File: src/port_gate_defines.svh
`ifndef PORT_GATE_DEFINES_SVH
`define PORT_GATE_DEFINES_SVH

`define SYSCTL_BASE 32'h400f_e000
`define NUM_PORTS 8
`define PORT_SEL_W 3
`define APB_ADDR_W 12
`define APB_DATA_W 32

`define SLEEP_GATE_OFS 12'h118
`define FAULT_STATUS_OFS 12'h200
`define FAULT_MASK_OFS 12'h204
`define ACTIVE_GATE_OFS 12'h208

`define SLEEP_GATE_RESET 8'h00
`define FAULT_STATUS_RESET 8'h00
`define FAULT_MASK_RESET 8'h00

`endif

File: src/port_gate_pkg.sv
`include "port_gate_defines.svh"

package port_gate_pkg;

  typedef enum logic [2:0] {
    MODE_RUN = 3'b001,
    MODE_SLEEP = 3'b010,
    MODE_DEEP = 3'b100
  } power_mode_t;

  typedef struct packed {
    logic valid;
    logic [`PORT_SEL_W-1:0] port;
  } port_access_t;

endpackage

File: src/sleep_port_clock_gating.sv
`include "port_gate_defines.svh"

module sleep_port_clock_gating #(
  parameter int NUM_PORTS = `NUM_PORTS
) (
  input wire logic pclk,
  input wire logic presetn,
  input wire logic ce,
  input wire logic psel,
  input wire logic penable,
  input wire logic pwrite,
  input wire logic [`APB_ADDR_W-1:0] paddr,
  input wire logic [`APB_DATA_W-1:0] pwdata,
  output logic [`APB_DATA_W-1:0] prdata,
  output logic pready,
  output logic pslverr,
  input wire logic [NUM_PORTS-1:0] run_port_clock_gate,
  input wire logic [NUM_PORTS-1:0] deep_sleep_port_clock_gate,
  input wire logic auto_gating_select,
  input wire logic sleep_req,
  input wire logic deep_sleep_req,
  input wire port_gate_pkg::port_access_t port_access,
  output logic [NUM_PORTS-1:0] port_clk_en,
  output logic port_fault,
  output logic irq
);

  function automatic logic [NUM_PORTS-1:0] port_onehot(
    input logic [`PORT_SEL_W-1:0] p
  );
    port_onehot = '0;
    port_onehot[p] = 1'b1;
  endfunction

  function automatic logic [`APB_DATA_W-1:0] widen(
    input logic [NUM_PORTS-1:0] v
  );
    widen = '0;
    widen[NUM_PORTS-1:0] = v;
  endfunction

  logic setup;
  logic wr_done;
  logic [NUM_PORTS-1:0] wr_bits;

  assign setup = psel & ~penable & ~pready;
  assign wr_done = psel & penable & pready & pwrite;
  assign wr_bits = pwdata[NUM_PORTS-1:0];

  // Power mode tracking.
  port_gate_pkg::power_mode_t mode_r;
  port_gate_pkg::power_mode_t mode_nxt;
  logic [NUM_PORTS-1:0] gate_sel;
  logic [NUM_PORTS-1:0] sleep_gate_r;
  logic [NUM_PORTS-1:0] sleep_gate_nxt;

  always_comb begin
    if (deep_sleep_req) begin
      mode_nxt = port_gate_pkg::MODE_DEEP;
    end else if (sleep_req) begin
      mode_nxt = port_gate_pkg::MODE_SLEEP;
    end else begin
      mode_nxt = port_gate_pkg::MODE_RUN;
    end
    gate_sel = run_port_clock_gate;
    case (mode_r)
      port_gate_pkg::MODE_RUN: begin
        gate_sel = run_port_clock_gate;
      end
      port_gate_pkg::MODE_SLEEP: begin
        if (auto_gating_select) begin
          gate_sel = sleep_gate_r;
        end
      end
      port_gate_pkg::MODE_DEEP: begin
        if (auto_gating_select) begin
          gate_sel = deep_sleep_port_clock_gate;
        end
      end
      default: begin
        gate_sel = run_port_clock_gate;
      end
    endcase
  end

  always_ff @(posedge pclk or negedge presetn) begin
    if (!presetn) begin
      mode_r <= port_gate_pkg::MODE_RUN;
    end else if (ce) begin
      mode_r <= mode_nxt;
    end
  end

  clock_enable_stage #(
    .NUM_PORTS(NUM_PORTS)
  ) u_enable_stage (
    .pclk(pclk),
    .presetn(presetn),
    .ce(ce),
    .enable_sel(gate_sel),
    .enable_r(port_clk_en)
  );

  // Fault detection and interrupt state.
  logic [NUM_PORTS-1:0] fault_set;
  logic [NUM_PORTS-1:0] fault_status_r;
  logic [NUM_PORTS-1:0] fault_status_nxt;
  logic [NUM_PORTS-1:0] fault_mask_r;
  logic [NUM_PORTS-1:0] fault_mask_nxt;
  logic port_fault_nxt;
  logic irq_nxt;

  always_comb begin
    fault_set = '0;
    if (port_access.valid && !port_clk_en[port_access.port]) begin
      fault_set = port_onehot(port_access.port);
    end
    port_fault_nxt = |fault_set;
    sleep_gate_nxt = sleep_gate_r;
    fault_mask_nxt = fault_mask_r;
    fault_status_nxt = fault_status_r;
    if (wr_done) begin
      case (paddr)
        `SLEEP_GATE_OFS: begin
          sleep_gate_nxt = wr_bits;
        end
        `FAULT_MASK_OFS: begin
          fault_mask_nxt = wr_bits;
        end
        `FAULT_STATUS_OFS: begin
          fault_status_nxt = fault_status_r & ~wr_bits;
        end
        default: begin
          sleep_gate_nxt = sleep_gate_r;
        end
      endcase
    end
    // A new fault wins over a clear in the same cycle.
    fault_status_nxt = fault_status_nxt | fault_set;
    irq_nxt = |(fault_status_nxt & fault_mask_nxt);
  end

  always_ff @(posedge pclk or negedge presetn) begin
    if (!presetn) begin
      sleep_gate_r <= `SLEEP_GATE_RESET;
      fault_status_r <= `FAULT_STATUS_RESET;
      fault_mask_r <= `FAULT_MASK_RESET;
      port_fault <= 1'b0;
      irq <= 1'b0;
    end else if (ce) begin
      sleep_gate_r <= sleep_gate_nxt;
      fault_status_r <= fault_status_nxt;
      fault_mask_r <= fault_mask_nxt;
      port_fault <= port_fault_nxt;
      irq <= irq_nxt;
    end
  end

  // Bus answer, one access cycle with pready high.
  logic [`APB_DATA_W-1:0] prdata_nxt;
  logic pready_nxt;
  logic pslverr_nxt;

  always_comb begin
    pready_nxt = setup;
    pslverr_nxt = 1'b0;
    prdata_nxt = '0;
    if (setup) begin
      case (paddr)
        `SLEEP_GATE_OFS: begin
          prdata_nxt = widen(sleep_gate_r);
        end
        `FAULT_STATUS_OFS: begin
          prdata_nxt = widen(fault_status_r);
        end
        `FAULT_MASK_OFS: begin
          prdata_nxt = widen(fault_mask_r);
        end
        `ACTIVE_GATE_OFS: begin
          prdata_nxt = widen(port_clk_en);
          pslverr_nxt = pwrite;
        end
        default: begin
          pslverr_nxt = 1'b1;
        end
      endcase
      if (pwrite) begin
        prdata_nxt = '0;
      end
    end
  end

  always_ff @(posedge pclk or negedge presetn) begin
    if (!presetn) begin
      prdata <= '0;
      pready <= 1'b0;
      pslverr <= 1'b0;
    end else if (ce) begin
      prdata <= prdata_nxt;
      pready <= pready_nxt;
      pslverr <= pslverr_nxt;
    end
  end
endmodule // sleep_port_clock_gating

File: src/clock_enable_stage.sv
module clock_enable_stage #(
  parameter int NUM_PORTS = 8
) (
  input wire logic pclk,
  input wire logic presetn,
  input wire logic ce,
  input wire logic [NUM_PORTS-1:0] enable_sel,
  output logic [NUM_PORTS-1:0] enable_r
);

  logic [NUM_PORTS-1:0] enable_nxt;

  always_comb begin
    enable_nxt = enable_sel;
  end

  // Enables change only at a rising edge or when presetn clears them, so a downstream gate sees no glitch.
  always_ff @(posedge pclk or negedge presetn) begin
    if (!presetn) begin
      enable_r <= '0;
    end else if (ce) begin
      enable_r <= enable_nxt;
    end
  end
endmodule // clock_enable_stage

File: config.mk
export PLATFORM = sky130hd
export DESIGN_NAME = sleep_port_clock_gating
export DESIGN_NICKNAME = d
export VERILOG_FILES = /design/src/port_gate_pkg.sv /design/src/sleep_port_clock_gating.sv /design/src/clock_enable_stage.sv
export VERILOG_INCLUDE_DIRS = /design/src /design/src/src
export SDC_FILE = /design/constraint.sdc
export NUM_CORES = 1
export LEC_CHECK = 0
export ABC_AREA = 1
export BUFFER_PORTS_ARGS = -buffer_cell sky130_fd_sc_hd__buf_2
export CORE_ASPECT_RATIO = 0.5
export CORE_MARGIN = 10
export CORE_UTILIZATION = 35
export CTS_CLUSTER_DIAMETER = 60
export DETAILED_ROUTE_END_ITERATION = 6
export GPL_ROUTABILITY_DRIVEN = 0
export HOLD_SLACK_MARGIN = 0.1
export PLACE_DENSITY = 0.59
export SYNTH_ARGS = -nofsm -noshare
export SYNTH_HDL_FRONTEND = slang
export SYNTH_HIERARCHICAL = 1
export SYNTH_SLANG_ARGS = --single-unit
File: constraint.sdc
create_clock -name pclk -period 1.4 [get_ports pclk]
set_input_delay 0.28 -clock pclk [delete_from_list [all_inputs] [get_ports pclk]]
set_output_delay 0.28 -clock pclk [all_outputs]
set_load 0.02 [all_outputs]
== Yosys cells after proc, flatten, opt, wreduce, memory -nomap -nowiden ==
Index checks and enable logic that the tools add are counted.
Word-level totals
  flip-flop bits (word level): 71
  input port bits: 73
Operators by class
  bitwise gates (word level): 11
  reductions and logical operators: 7
  order comparisons: 2
  equality and inequality tests: 6
  multiplexer cells: 19
Operators by type and width (count)
  32-bit 2-to-1 mux: 2
  8-bit 2-to-1 mux: 7
  12-bit by 10-bit equality test with 1-bit output (second input constant): 3
  8-bit one-hot mux with 4 select lines: 1
  8-bit AND: 2
  8-bit one-hot mux with 2 select lines: 1
  8-bit OR reduction: 2
  12-bit by 9-bit equality test with 1-bit output (second input constant): 1
  8-bit inverter: 1
  8-bit OR: 1
  1-bit AND: 5
  3-bit by 4-bit < comparator with 1-bit output (second input constant): 1
  1-bit binary-select mux with 3-bit select: 1
  1-bit demux with 3-bit select: 1
  3-bit by 2-bit equality test with 1-bit output (second input constant): 1
  3-bit equality test (second input constant): 1
  3-bit by 1-bit greater-or-equal comparator with 1-bit output (second input constant): 1
  1-bit 2-to-1 mux: 3
  3-bit 2-to-1 mux: 1
  3-bit AND reduction: 1
  3-bit OR reduction: 1
  1-bit logical AND: 2
  2-bit 2-to-1 mux: 1
  1-bit inverter: 2
  other kinds (2): 2

== Depth between registers and ports, before layout ==
Gate-level depths: netlist of run 1.
  depth in word-level cells: 8
  gate-level depth with buffers: 13

== Cells and area by module ==
Netlist of run 1, hierarchy kept.
By module, submodules not included
  sleep_port_clock_gating: cells each 427, times used 1, sequential area each 977.2 µm², area an instance 2887.8 µm²
  clock_enable_stage: cells each 34, times used 1, sequential area each 200.2 µm², area an instance 305.3 µm²

== Worst setup path before layout of run 1 ==
No wires, ideal clock.
  path kind: register -> register
  from: register pready
  to: register irq
  cell stages (with the launch flop): 11
  path buffers: 1
  arrival time: 1.491 ns
  setup slack: -0.212 ns
  data required time: 1.279 ns
  path through: dfrtp_1 -> nand4_1 -> inv_2 -> nand3_4 -> buf_6 -> nand2_1 -> o21ai_2 -> nand2_1 -> nand2_1 -> nor2_1 -> a21oi_2
On the way
  longest elaborated chain between the ends: 6
RTL lines
  from (decl): line sleep_port_clock_gating.sv:15  | output logic pready,
  from (signal assigned): line sleep_port_clock_gating.sv:200  | pready <= pready_nxt;
  1-bit AND * (2 in series): line sleep_port_clock_gating.sv:47  | assign wr_done = psel & penable & pready & pwrite;
  8-bit 2-to-1 mux: line sleep_port_clock_gating.sv:122  | if (wr_done) begin
  8-bit OR: line sleep_port_clock_gating.sv:139  | fault_status_nxt = fault_status_nxt | fault_set;
  8-bit AND *: line sleep_port_clock_gating.sv:140  | irq_nxt = |(fault_status_nxt & fault_mask_nxt);
  8-bit OR reduction *: line sleep_port_clock_gating.sv:140
  to (signal assigned): line sleep_port_clock_gating.sv:155  | irq <= irq_nxt;
  to (decl): line sleep_port_clock_gating.sv:25  | output logic irq
Every way passes the cells marked *; elsewhere a longest branch is shown, timed or not.
A chain may end at the register's enable or synchronous reset.

== Worst setup path after layout of run 1 ==
Ends and elaborated chain as after synthesis.

==> results of run 1 <==
synth_stat cells (all sizes together) (2+ instances only):
cell type / instances / share of area (%)
nand4: 6 / 1.2
nand2: 214 / 25
buf: 31 / 7.4
clkbuf: 5 / 0.90
o21a: 2 / 0.47
inv: 44 / 5.3
o2111ai: 7 / 1.9
nor2: 25 / 3.8
a31oi: 4 / 0.78
o21ai: 32 / 6.2
nor3: 7 / 2.1
nand3: 26 / 5.2
dfrtp: 46 / 36
worst register-to-register path: cells and delay by family, from the launching register on:
family / cells / cell delay (ns)
buffers and inverters: 2 / 0.31
AND/OR/NAND/NOR: 6 / 0.55
AO/OA/AOI/OAI: 2 / 0.20
flip-flops: 1 / 0.36
placed cells by master, fill, tap and decap left out, types with 2 or more instances in the layout:
cell type / count
sky130_fd_sc_hd__nand2_1: 197
sky130_fd_sc_hd__conb_1: 24
sky130_fd_sc_hd__o21a_1: 2
sky130_fd_sc_hd__nand3_2: 9
sky130_fd_sc_hd__nor2_1: 19
sky130_fd_sc_hd__inv_1: 36
sky130_fd_sc_hd__buf_12: 3
sky130_fd_sc_hd__o2111ai_1: 7
sky130_fd_sc_hd__nand2_4: 3
sky130_fd_sc_hd__buf_2: 68
sky130_fd_sc_hd__dfrtp_1: 45
sky130_fd_sc_hd__o21ai_1: 10
sky130_fd_sc_hd__o21ai_0: 11
sky130_fd_sc_hd__nand3_4: 4
sky130_fd_sc_hd__buf_4: 51
sky130_fd_sc_hd__nand3_1: 15
sky130_fd_sc_hd__nand4_1: 6
sky130_fd_sc_hd__inv_2: 5
sky130_fd_sc_hd__nor2_4: 2
sky130_fd_sc_hd__nor2_2: 4
sky130_fd_sc_hd__nand2_2: 14
sky130_fd_sc_hd__o21ai_2: 11
sky130_fd_sc_hd__inv_4: 3
sky130_fd_sc_hd__nor3_4: 4
sky130_fd_sc_hd__buf_6: 6
sky130_fd_sc_hd__clkbuf_8: 2
sky130_fd_sc_hd__clkbuf_16: 5
sky130_fd_sc_hd__a31oi_1: 3
sky130_fd_sc_hd__nor3_1: 3
report_power, final:
| group | leakage, nW | switching, mW | internal (mW) |
|---|---|---|---|
| clock | 0.0772 | 0.526 | 0.762 |
| combinational | 1.67 | 0.647 | 0.444 |
| sequential | 0.598 | 0.0958 | 1.48 |
cells by family (layout without fill, tap and decap cells):
logic type,after synthesis,count (layout)
and+or+nand+nor,283,286
other,1,25
AOI/OAI and AO/OA,49,49
buffers and inverters,81,183
DFF,47,47
layer usage:
layer,vias to the layer above,share of wire [%]
met5,-,0
met1,1467,50
li1,1680,-
met3,13,9.0
met4,0,0.98
met2,155,40
path summary, 6_finish.rpt:
| path | to | slack (ns) | cells after the start |
|---|---|---|---|
| setup / recovery | irq$_DFFE_PN0P_ | -0.14 | 10 |
| hold / removal | mode_r[0]$_DFFE_PN1P_ | 0.15 | 2 |
| setup reg to reg | irq$_DFFE_PN0P_ | -0.14 | 10 |
| hold reg to reg | prdata[4]$_DFFE_PN0P_ | 0.48 | 2 |
| max in group asynchronous | mode_r[0]$_DFFE_PN1P_ | 0.61 | 3 |
| min in group asynchronous | u_enable_stage/enable_r[0]$_DFFE_PN0P_ | 0.50 | 3 |
sequential cells by signal, indices dropped and copies added (netlist names):
register	cells
fault_mask_r	8
irq	1
u_enable_stage/enable_r	8
prdata	8
pready	1
sleep_gate_r	8
pslverr	1
port_fault	1
mode_r	3
fault_status_r	8
final cells by class:
type                            instances  area [µm²]
Antenna cell                            1       2.502
Clock buffer                            8       156.4
Fill cell                             890        4427
Inverter                               45       176.4
Multi-Input combinational cell        359        1836
Sequential cell                        47        1179
Tap cell                              117       146.4
Timing Repair Buffer                  130       875.8
timing repair:
item | CTS | global route
hold buffers | 1 | 0
endpoints found under the hold margin | 46 | 0
gates resized for setup | 10 | 42
setup buffers | 4 | 4
pin swaps | 7 | 21
setup endpoints to repair | 19 | 40
cloned | 1 | 2
per-stage QoR:
stage	util [%]	instance area, µm²	TNS [ns]
detailed placement	44.74	3936	-7.079
CTS	47.54	4183	-0.1468
global route	49.66	4369	-3.238
finish	49.69	4372	-0.4567
floorplan	-	3293	-0.1326
global placement	44.74	3936	-6.345
==> results.json, run 1 <==
{
  "maxSlewHeadroom_pct": 65.14,
  "synth_seq_area_share_pct": 36.87,
  "die_footprint_um2": 13580,
  "irDropWorstVdd_mv": 0.5636,
  "route.final.wire_length_um": 10660,
  "worstPathCellList": "nand4_1, inv_2, buf_8, nand2_4, o21ai_2, nand2_1, nand2_1, nand2_1, nor2_2, a21oi_2",
  "synth_ff_type": "sky130_fd_sc_hd__dfrtp_1",
  "hold_class": "in -> reg",
  "power-per-cell-area_nw_per_um2": 905.5,
  "grtUsageTotal_pct": 15.04,
  "report.final.setup_viol": 19,
  "ys_async_sr_fraction_pct": 100.0,
  "fmax_mhz": 650.0,
  "preCtsSetupSlack_ns": -0.3303,
  "dp_hpwl_um": 7970,
  "grt_antenna_before_repair": 0,
  "cts-root-buf": "sky130_fd_sc_hd__clkbuf_16",
  "fin_total_pwr_mw": 3.959,
  "io-pin-count": 117,
  "period_minus_slack_ns": 1.538,
  "synth-seq-cells": 47,
  "setup.worst_path.end_class": "register",
  "max_slew.worst_pin.slew_ns": 0.5223,
  "timing_hold_violations_final": 0,
  "postSynthAreaPerCell_um2": 6.926,
  "max_cap_violations": 0,
  "cellLeakagePower_nw": 2.343,
  "synth_simple_gate_area_share_pct": 38.95,
  "synth_compound_gate_area_share_pct": 10.34,
  "min-delay-start": "sleep_req",
  "data_arrival_time_at_the_worst_slack_endpoint_ns": 1.73,
  "drtIter0Drc": 180,
  "final-instance-count-excl-fill": 707,
  "critPathKind": "reg -> reg",
  "vias_in_the_first_global_route": 3061,
  "top_usage_layer": "met1",
  "max-clock-path-buffers": 2,
  "htree_levels": 2,
  "drive_gt1_share_pct": 34.47,
  "final_nets": 661,
  "row_count": 24,
  "grt_setup_unrepaired": "yes",
  "synth_area_um2": 3193,
  "wire_per_inst_um": 15.08,
  "slew_viol_final": 0,
  "main_combinational_cell_family_by_area_after_synthesis": "simple AND/OR/NAND/NOR gates",
  "crit-reg2reg-launch": "pready$_DFFE_PN0P_",
  "timing.critical_path.from": "pready$_DFFE_PN0P_",
  "via_count": 3315,
  "grt_util_met2_pct": 20.89,
  "synthXorXnorAreaFrac_pct": 0,
  "drt_drc_violations_left": 0,
  "cp.required_ns": 1.59,
  "count_of_synthesis_stage_warnings_from_yosys": 6,
  "pin_count_of_the_biggest_net_entering_global_routing": 48,
  "total_buffers_and_inverters_traversed_by_the_critical_path": 2,
  "layout-area-overhead-vs-synth_pct": 36.91,
  "met1_usage_pct": 22.22,
  "port_buffers": 68,
  "timing.critical_path.fanout_max": 8,
  "drt-vias-per-instance": 4.689,
  "synth_fa_ha_area_share_pct": 0,
  "core_area_um2": 8798,
  "max_stage_delay_ns": 0.36,
  "die_height_um": 87.54,
  "whs_ns": 0.1482,
  "final.setup.worst_slack_ns": -0.1385,
  "drt_pre_antenna_iters": 5,
  "timing.critical_path.max_delay_family": "simple AND/OR/NAND/NOR gates",
  "cpMaxStageDelayCell": "sky130_fd_sc_hd__dfrtp_2",
  "dpl.cell_count": 686,
  "muxShareOfSynthArea_pct": 0,
  "synth-edff-count": 0,
  "clock-sinks": 47,
  "ant_nets": 0,
  "synthDistinctLibCells": 41,
  "setup.worst_path.start_class": "register",
  "grt_first_pass_wirelength_um": 16460,
  "clock_skew_ns": 0.005304,
  "worst_skew_pair_latency_ns": 0.29,
  "violations_in_the_final_reports": "negative setup slack",
  "global_route.usage.met3_pct": 4.599,
  "clk_transition_reported_paths_ns": 0.07,
  "cp_common_cell": "sky130_fd_sc_hd__nand2_1",
  "die_x_um": 155.1,
  "run_status": "finished, violations left",
  "post_synth_inst_count": 461,
  "cts_made_buffers": 5,
  "initial_core_util_pct": 36.29,
  "final_clock_period_utilization_by_the_worst_path_pct": 109.9,
  "tritoncts": "built",
  "grt_overflow": 0
}
Note: power is estimated with default switching activity, not from simulation.
==> run 2: changes to the inputs <==
==> constraint.sdc (replaced) <==
create_clock -name pclk -period 1.4 [get_ports pclk]
set_input_delay 0.14 -clock pclk [delete_from_list [all_inputs] [get_ports pclk]]
set_output_delay 0.14 -clock pclk [all_outputs]
set_load 0.02 [all_outputs]
==> results.json, run 2 (synthesis results as in run 1) <==
{
  "run_status": "finished, violations left",
  "violations_in_the_final_reports": "negative setup slack",
  "p_sw_mw": 1.242,
  "core_area_um2": 8798,
  "wire_per_inst_um": 14.73,
  "io-pin-count": 117,
  "cts-root-buf": "sky130_fd_sc_hd__clkbuf_16",
  "route.final.wire_length_um": 10320,
  "final_nets": 656,
  "setup.worst_path.end_class": "register",
  "min-delay-start": "pwdata[1]",
  "preCtsSetupSlack_ns": -0.1835,
  "cts_made_buffers": 5,
  "irDropWorstVdd_mv": 0.5023,
  "final.setup.worst_slack_ns": -0.1418,
  "grt_antenna_before_repair": 0,
  "power-per-cell-area_nw_per_um2": 964.5,
  "num_antenna_cells": 0,
  "timing.setup.tns_ns": -0.3149,
  "hold_path_depth": 3,
  "htree_levels": 2,
  "timing.critical_path.fanout_max": 5,
  "grt_setup_unrepaired": "yes",
  "cp.required_ns": 1.58,
  "initial_core_util_pct": 36.29,
  "crit-reg2reg-launch": "pready$_DFFE_PN0P_",
  "fin_total_pwr_mw": 4.172,
  "drt_drc_violations_left": 0,
  "grt_overflow": 0,
  "tritoncts": "built",
  "clock_skew_ns": 0.003808,
  "hold_class": "in -> reg",
  "pin_count_of_the_biggest_net_entering_global_routing": 33,
  "maxSlewHeadroom_pct": 63.67,
  "worstPathCellList": "nand4_1, inv_2, buf_6, buf_4, nand2_2, o21ai_2, nand2_1, nand2_1, nand2_1, nor2_2, a21oi_2",
  "fmax_mhz": 648.6,
  "worst_hold_path_endpoint": "sleep_gate_r[1]$_DFFE_PN0P_",
  "cp_common_cell": "sky130_fd_sc_hd__nand2_1",
  "clock_power_share_pct": 36.8,
  "period_minus_slack_ns": 1.542,
  "layout.cells.most_common": "sky130_fd_sc_hd__nand2_1",
  "r2r_end": "irq$_DFFE_PN0P_",
  "drive_gt1_share_pct": 33.22,
  "drtIter0Drc": 255,
  "dp_hpwl_um": 7811,
  "grtUsageTotal_pct": 14.99,
  "slew_viol_final": 0,
  "switching_share_pct": 29.77,
  "final_clock_period_utilization_by_the_worst_path_pct": 110.1,
  "cellLeakagePower_nw": 2.318,
  "die_footprint_um2": 13580,
  "internal_power_mw": 2.930,
  "data_arrival_time_at_the_worst_slack_endpoint_ns": 1.72,
  "max_cap_violations": 0,
  "die_x_um": 155.1,
  "port_buffers": 68,
  "final_core_utilization_pct": 49.16,
  "timing_hold_violations_final": 0,
  "ant_nets": 0,
  "clock-sinks": 47,
  "clk_transition_reported_paths_ns": 0.06,
  "grt_first_pass_wirelength_um": 16610,
  "max-clock-path-buffers": 2,
  "layout-area-overhead-vs-synth_pct": 35.46,
  "max_slew.worst_pin.slew_ns": 0.5443,
  "cpMaxStageDelayCell": "sky130_fd_sc_hd__dfrtp_2",
  "via_count": 3249,
  "drt_pre_antenna_iters": 5,
  "vias_in_the_first_global_route": 3209,
  "max_stage_delay_ns": 0.36,
  "row_count": 24,
  "drt-vias-per-instance": 4.635,
  "timing.reg2reg.setup_slack_ns": -0.14,
  "layout_common_cells": "200 x sky130_fd_sc_hd__nand2_1, 68 x sky130_fd_sc_hd__buf_2, 48 x sky130_fd_sc_hd__buf_4",
  "worst_skew_pair_latency_ns": 0.29,
  "setup.worst_path.start_class": "register",
  "critPathKind": "reg -> reg",
  "ff2ff_path_depth": 11,
  "pwr-share-comb_pct": 25.5,
  "report.final.setup_viol": 4,
  "die_height_um": 87.54,
  "pwr-share-seq_pct": 37.7
}
==> run 2: cell count changes in the layout (fill, tap and decap cells not counted), sizes merged <==
cell         change
buf              -7
bufinv           +2
clkbuf           -2
diode            -1
dlygate4sd3      +2
==> run 2: worst max-delay path: cells and delay by family, from the launching register on <==
kind | cells | cell delay [ns]
buf+inv | 3 | 0.42
flops | 1 | 0.36
simple gates | 6 | 0.50
compound gates | 2 | 0.14
==> run 2: layout make-up <==
class | count | area (µm²)
Timing Repair Buffer | 125 | 815.8
Clock inverter | 2 | 60.06
Tap cell | 117 | 146.4
Clock buffer | 6 | 128.9
Multi-Input combinational cell | 359 | 1819
Inverter | 45 | 176.4
Sequential cell | 47 | 1179
Fill cell | 905 | 4473
==> run 2: worst max-delay path by stage <==
| stage | start | end | slack [ns] | cells past startpoint |
|---|---|---|---|---|
| 2_1_floorplan | pready$_DFFE_PN0P_ | irq$_DFFE_PN0P_ | -0.13 | 10 |
| 3_3_place_gp | paddr[7] | irq$_DFFE_PN0P_ | -0.17 | 11 |
| 3_5_place_dp | paddr[7] | prdata[7]$_DFFE_PN0P_ | -0.18 | 9 |
| 4_1_cts | pready$_DFFE_PN0P_ | irq$_DFFE_PN0P_ | -0.11 | 10 |
| 5_1_grt | pready$_DFFE_PN0P_ | irq$_DFFE_PN0P_ | -0.25 | 10 |
| 6_report | pready$_DFFE_PN0P_ | irq$_DFFE_PN0P_ | -0.14 | 11 |
==> run 2: what timing repair did <==
| action | 4_1_cts | 5_1_grt |
|---|---|---|
| gates cloned | 3 | 0 |
| pin swaps | 14 | 17 |
| endpoints found under the hold margin | 16 | 0 |
| resized for setup | 15 | 33 |
| setup buffers | 0 | 8 |
| hold buffers | 3 | 0 |
| endpoints found under the setup margin | 22 | 34 |
==> run 2: metal layers <==
layer	up-vias	part of all wire, %	GRT usage, %
li1	1675	-	-
met1	1445	51	21.62
met2	119	40	21.43
met3	10	7.6	4.110
met4	0	1.1	3.836
met5	-	0	0
==> run 2: metrics by stage <==
stage          area [µm²]  cells  hold slack (ns)
2_1_floorplan        3293    484          -0.1556
3_3_place_gp         3891    680          0.08576
3_5_place_dp         3891    680          0.08786
4_1_cts              4177    694           0.1282
5_1_grt              4325    701           0.1731
6_report             4325    701           0.1550
==> run 2: power by group through the flow <==
stage	Clock [mW]	Combinational (mW)	Sequential, mW
after global placement	0	0.967	1.59
after global routing	1.62	1.18	1.59
after detailed placement	0	0.978	1.59
after floorplan	0	0.517	1.65
after CTS	1.56	1.01	1.57
final	1.54	1.06	1.57
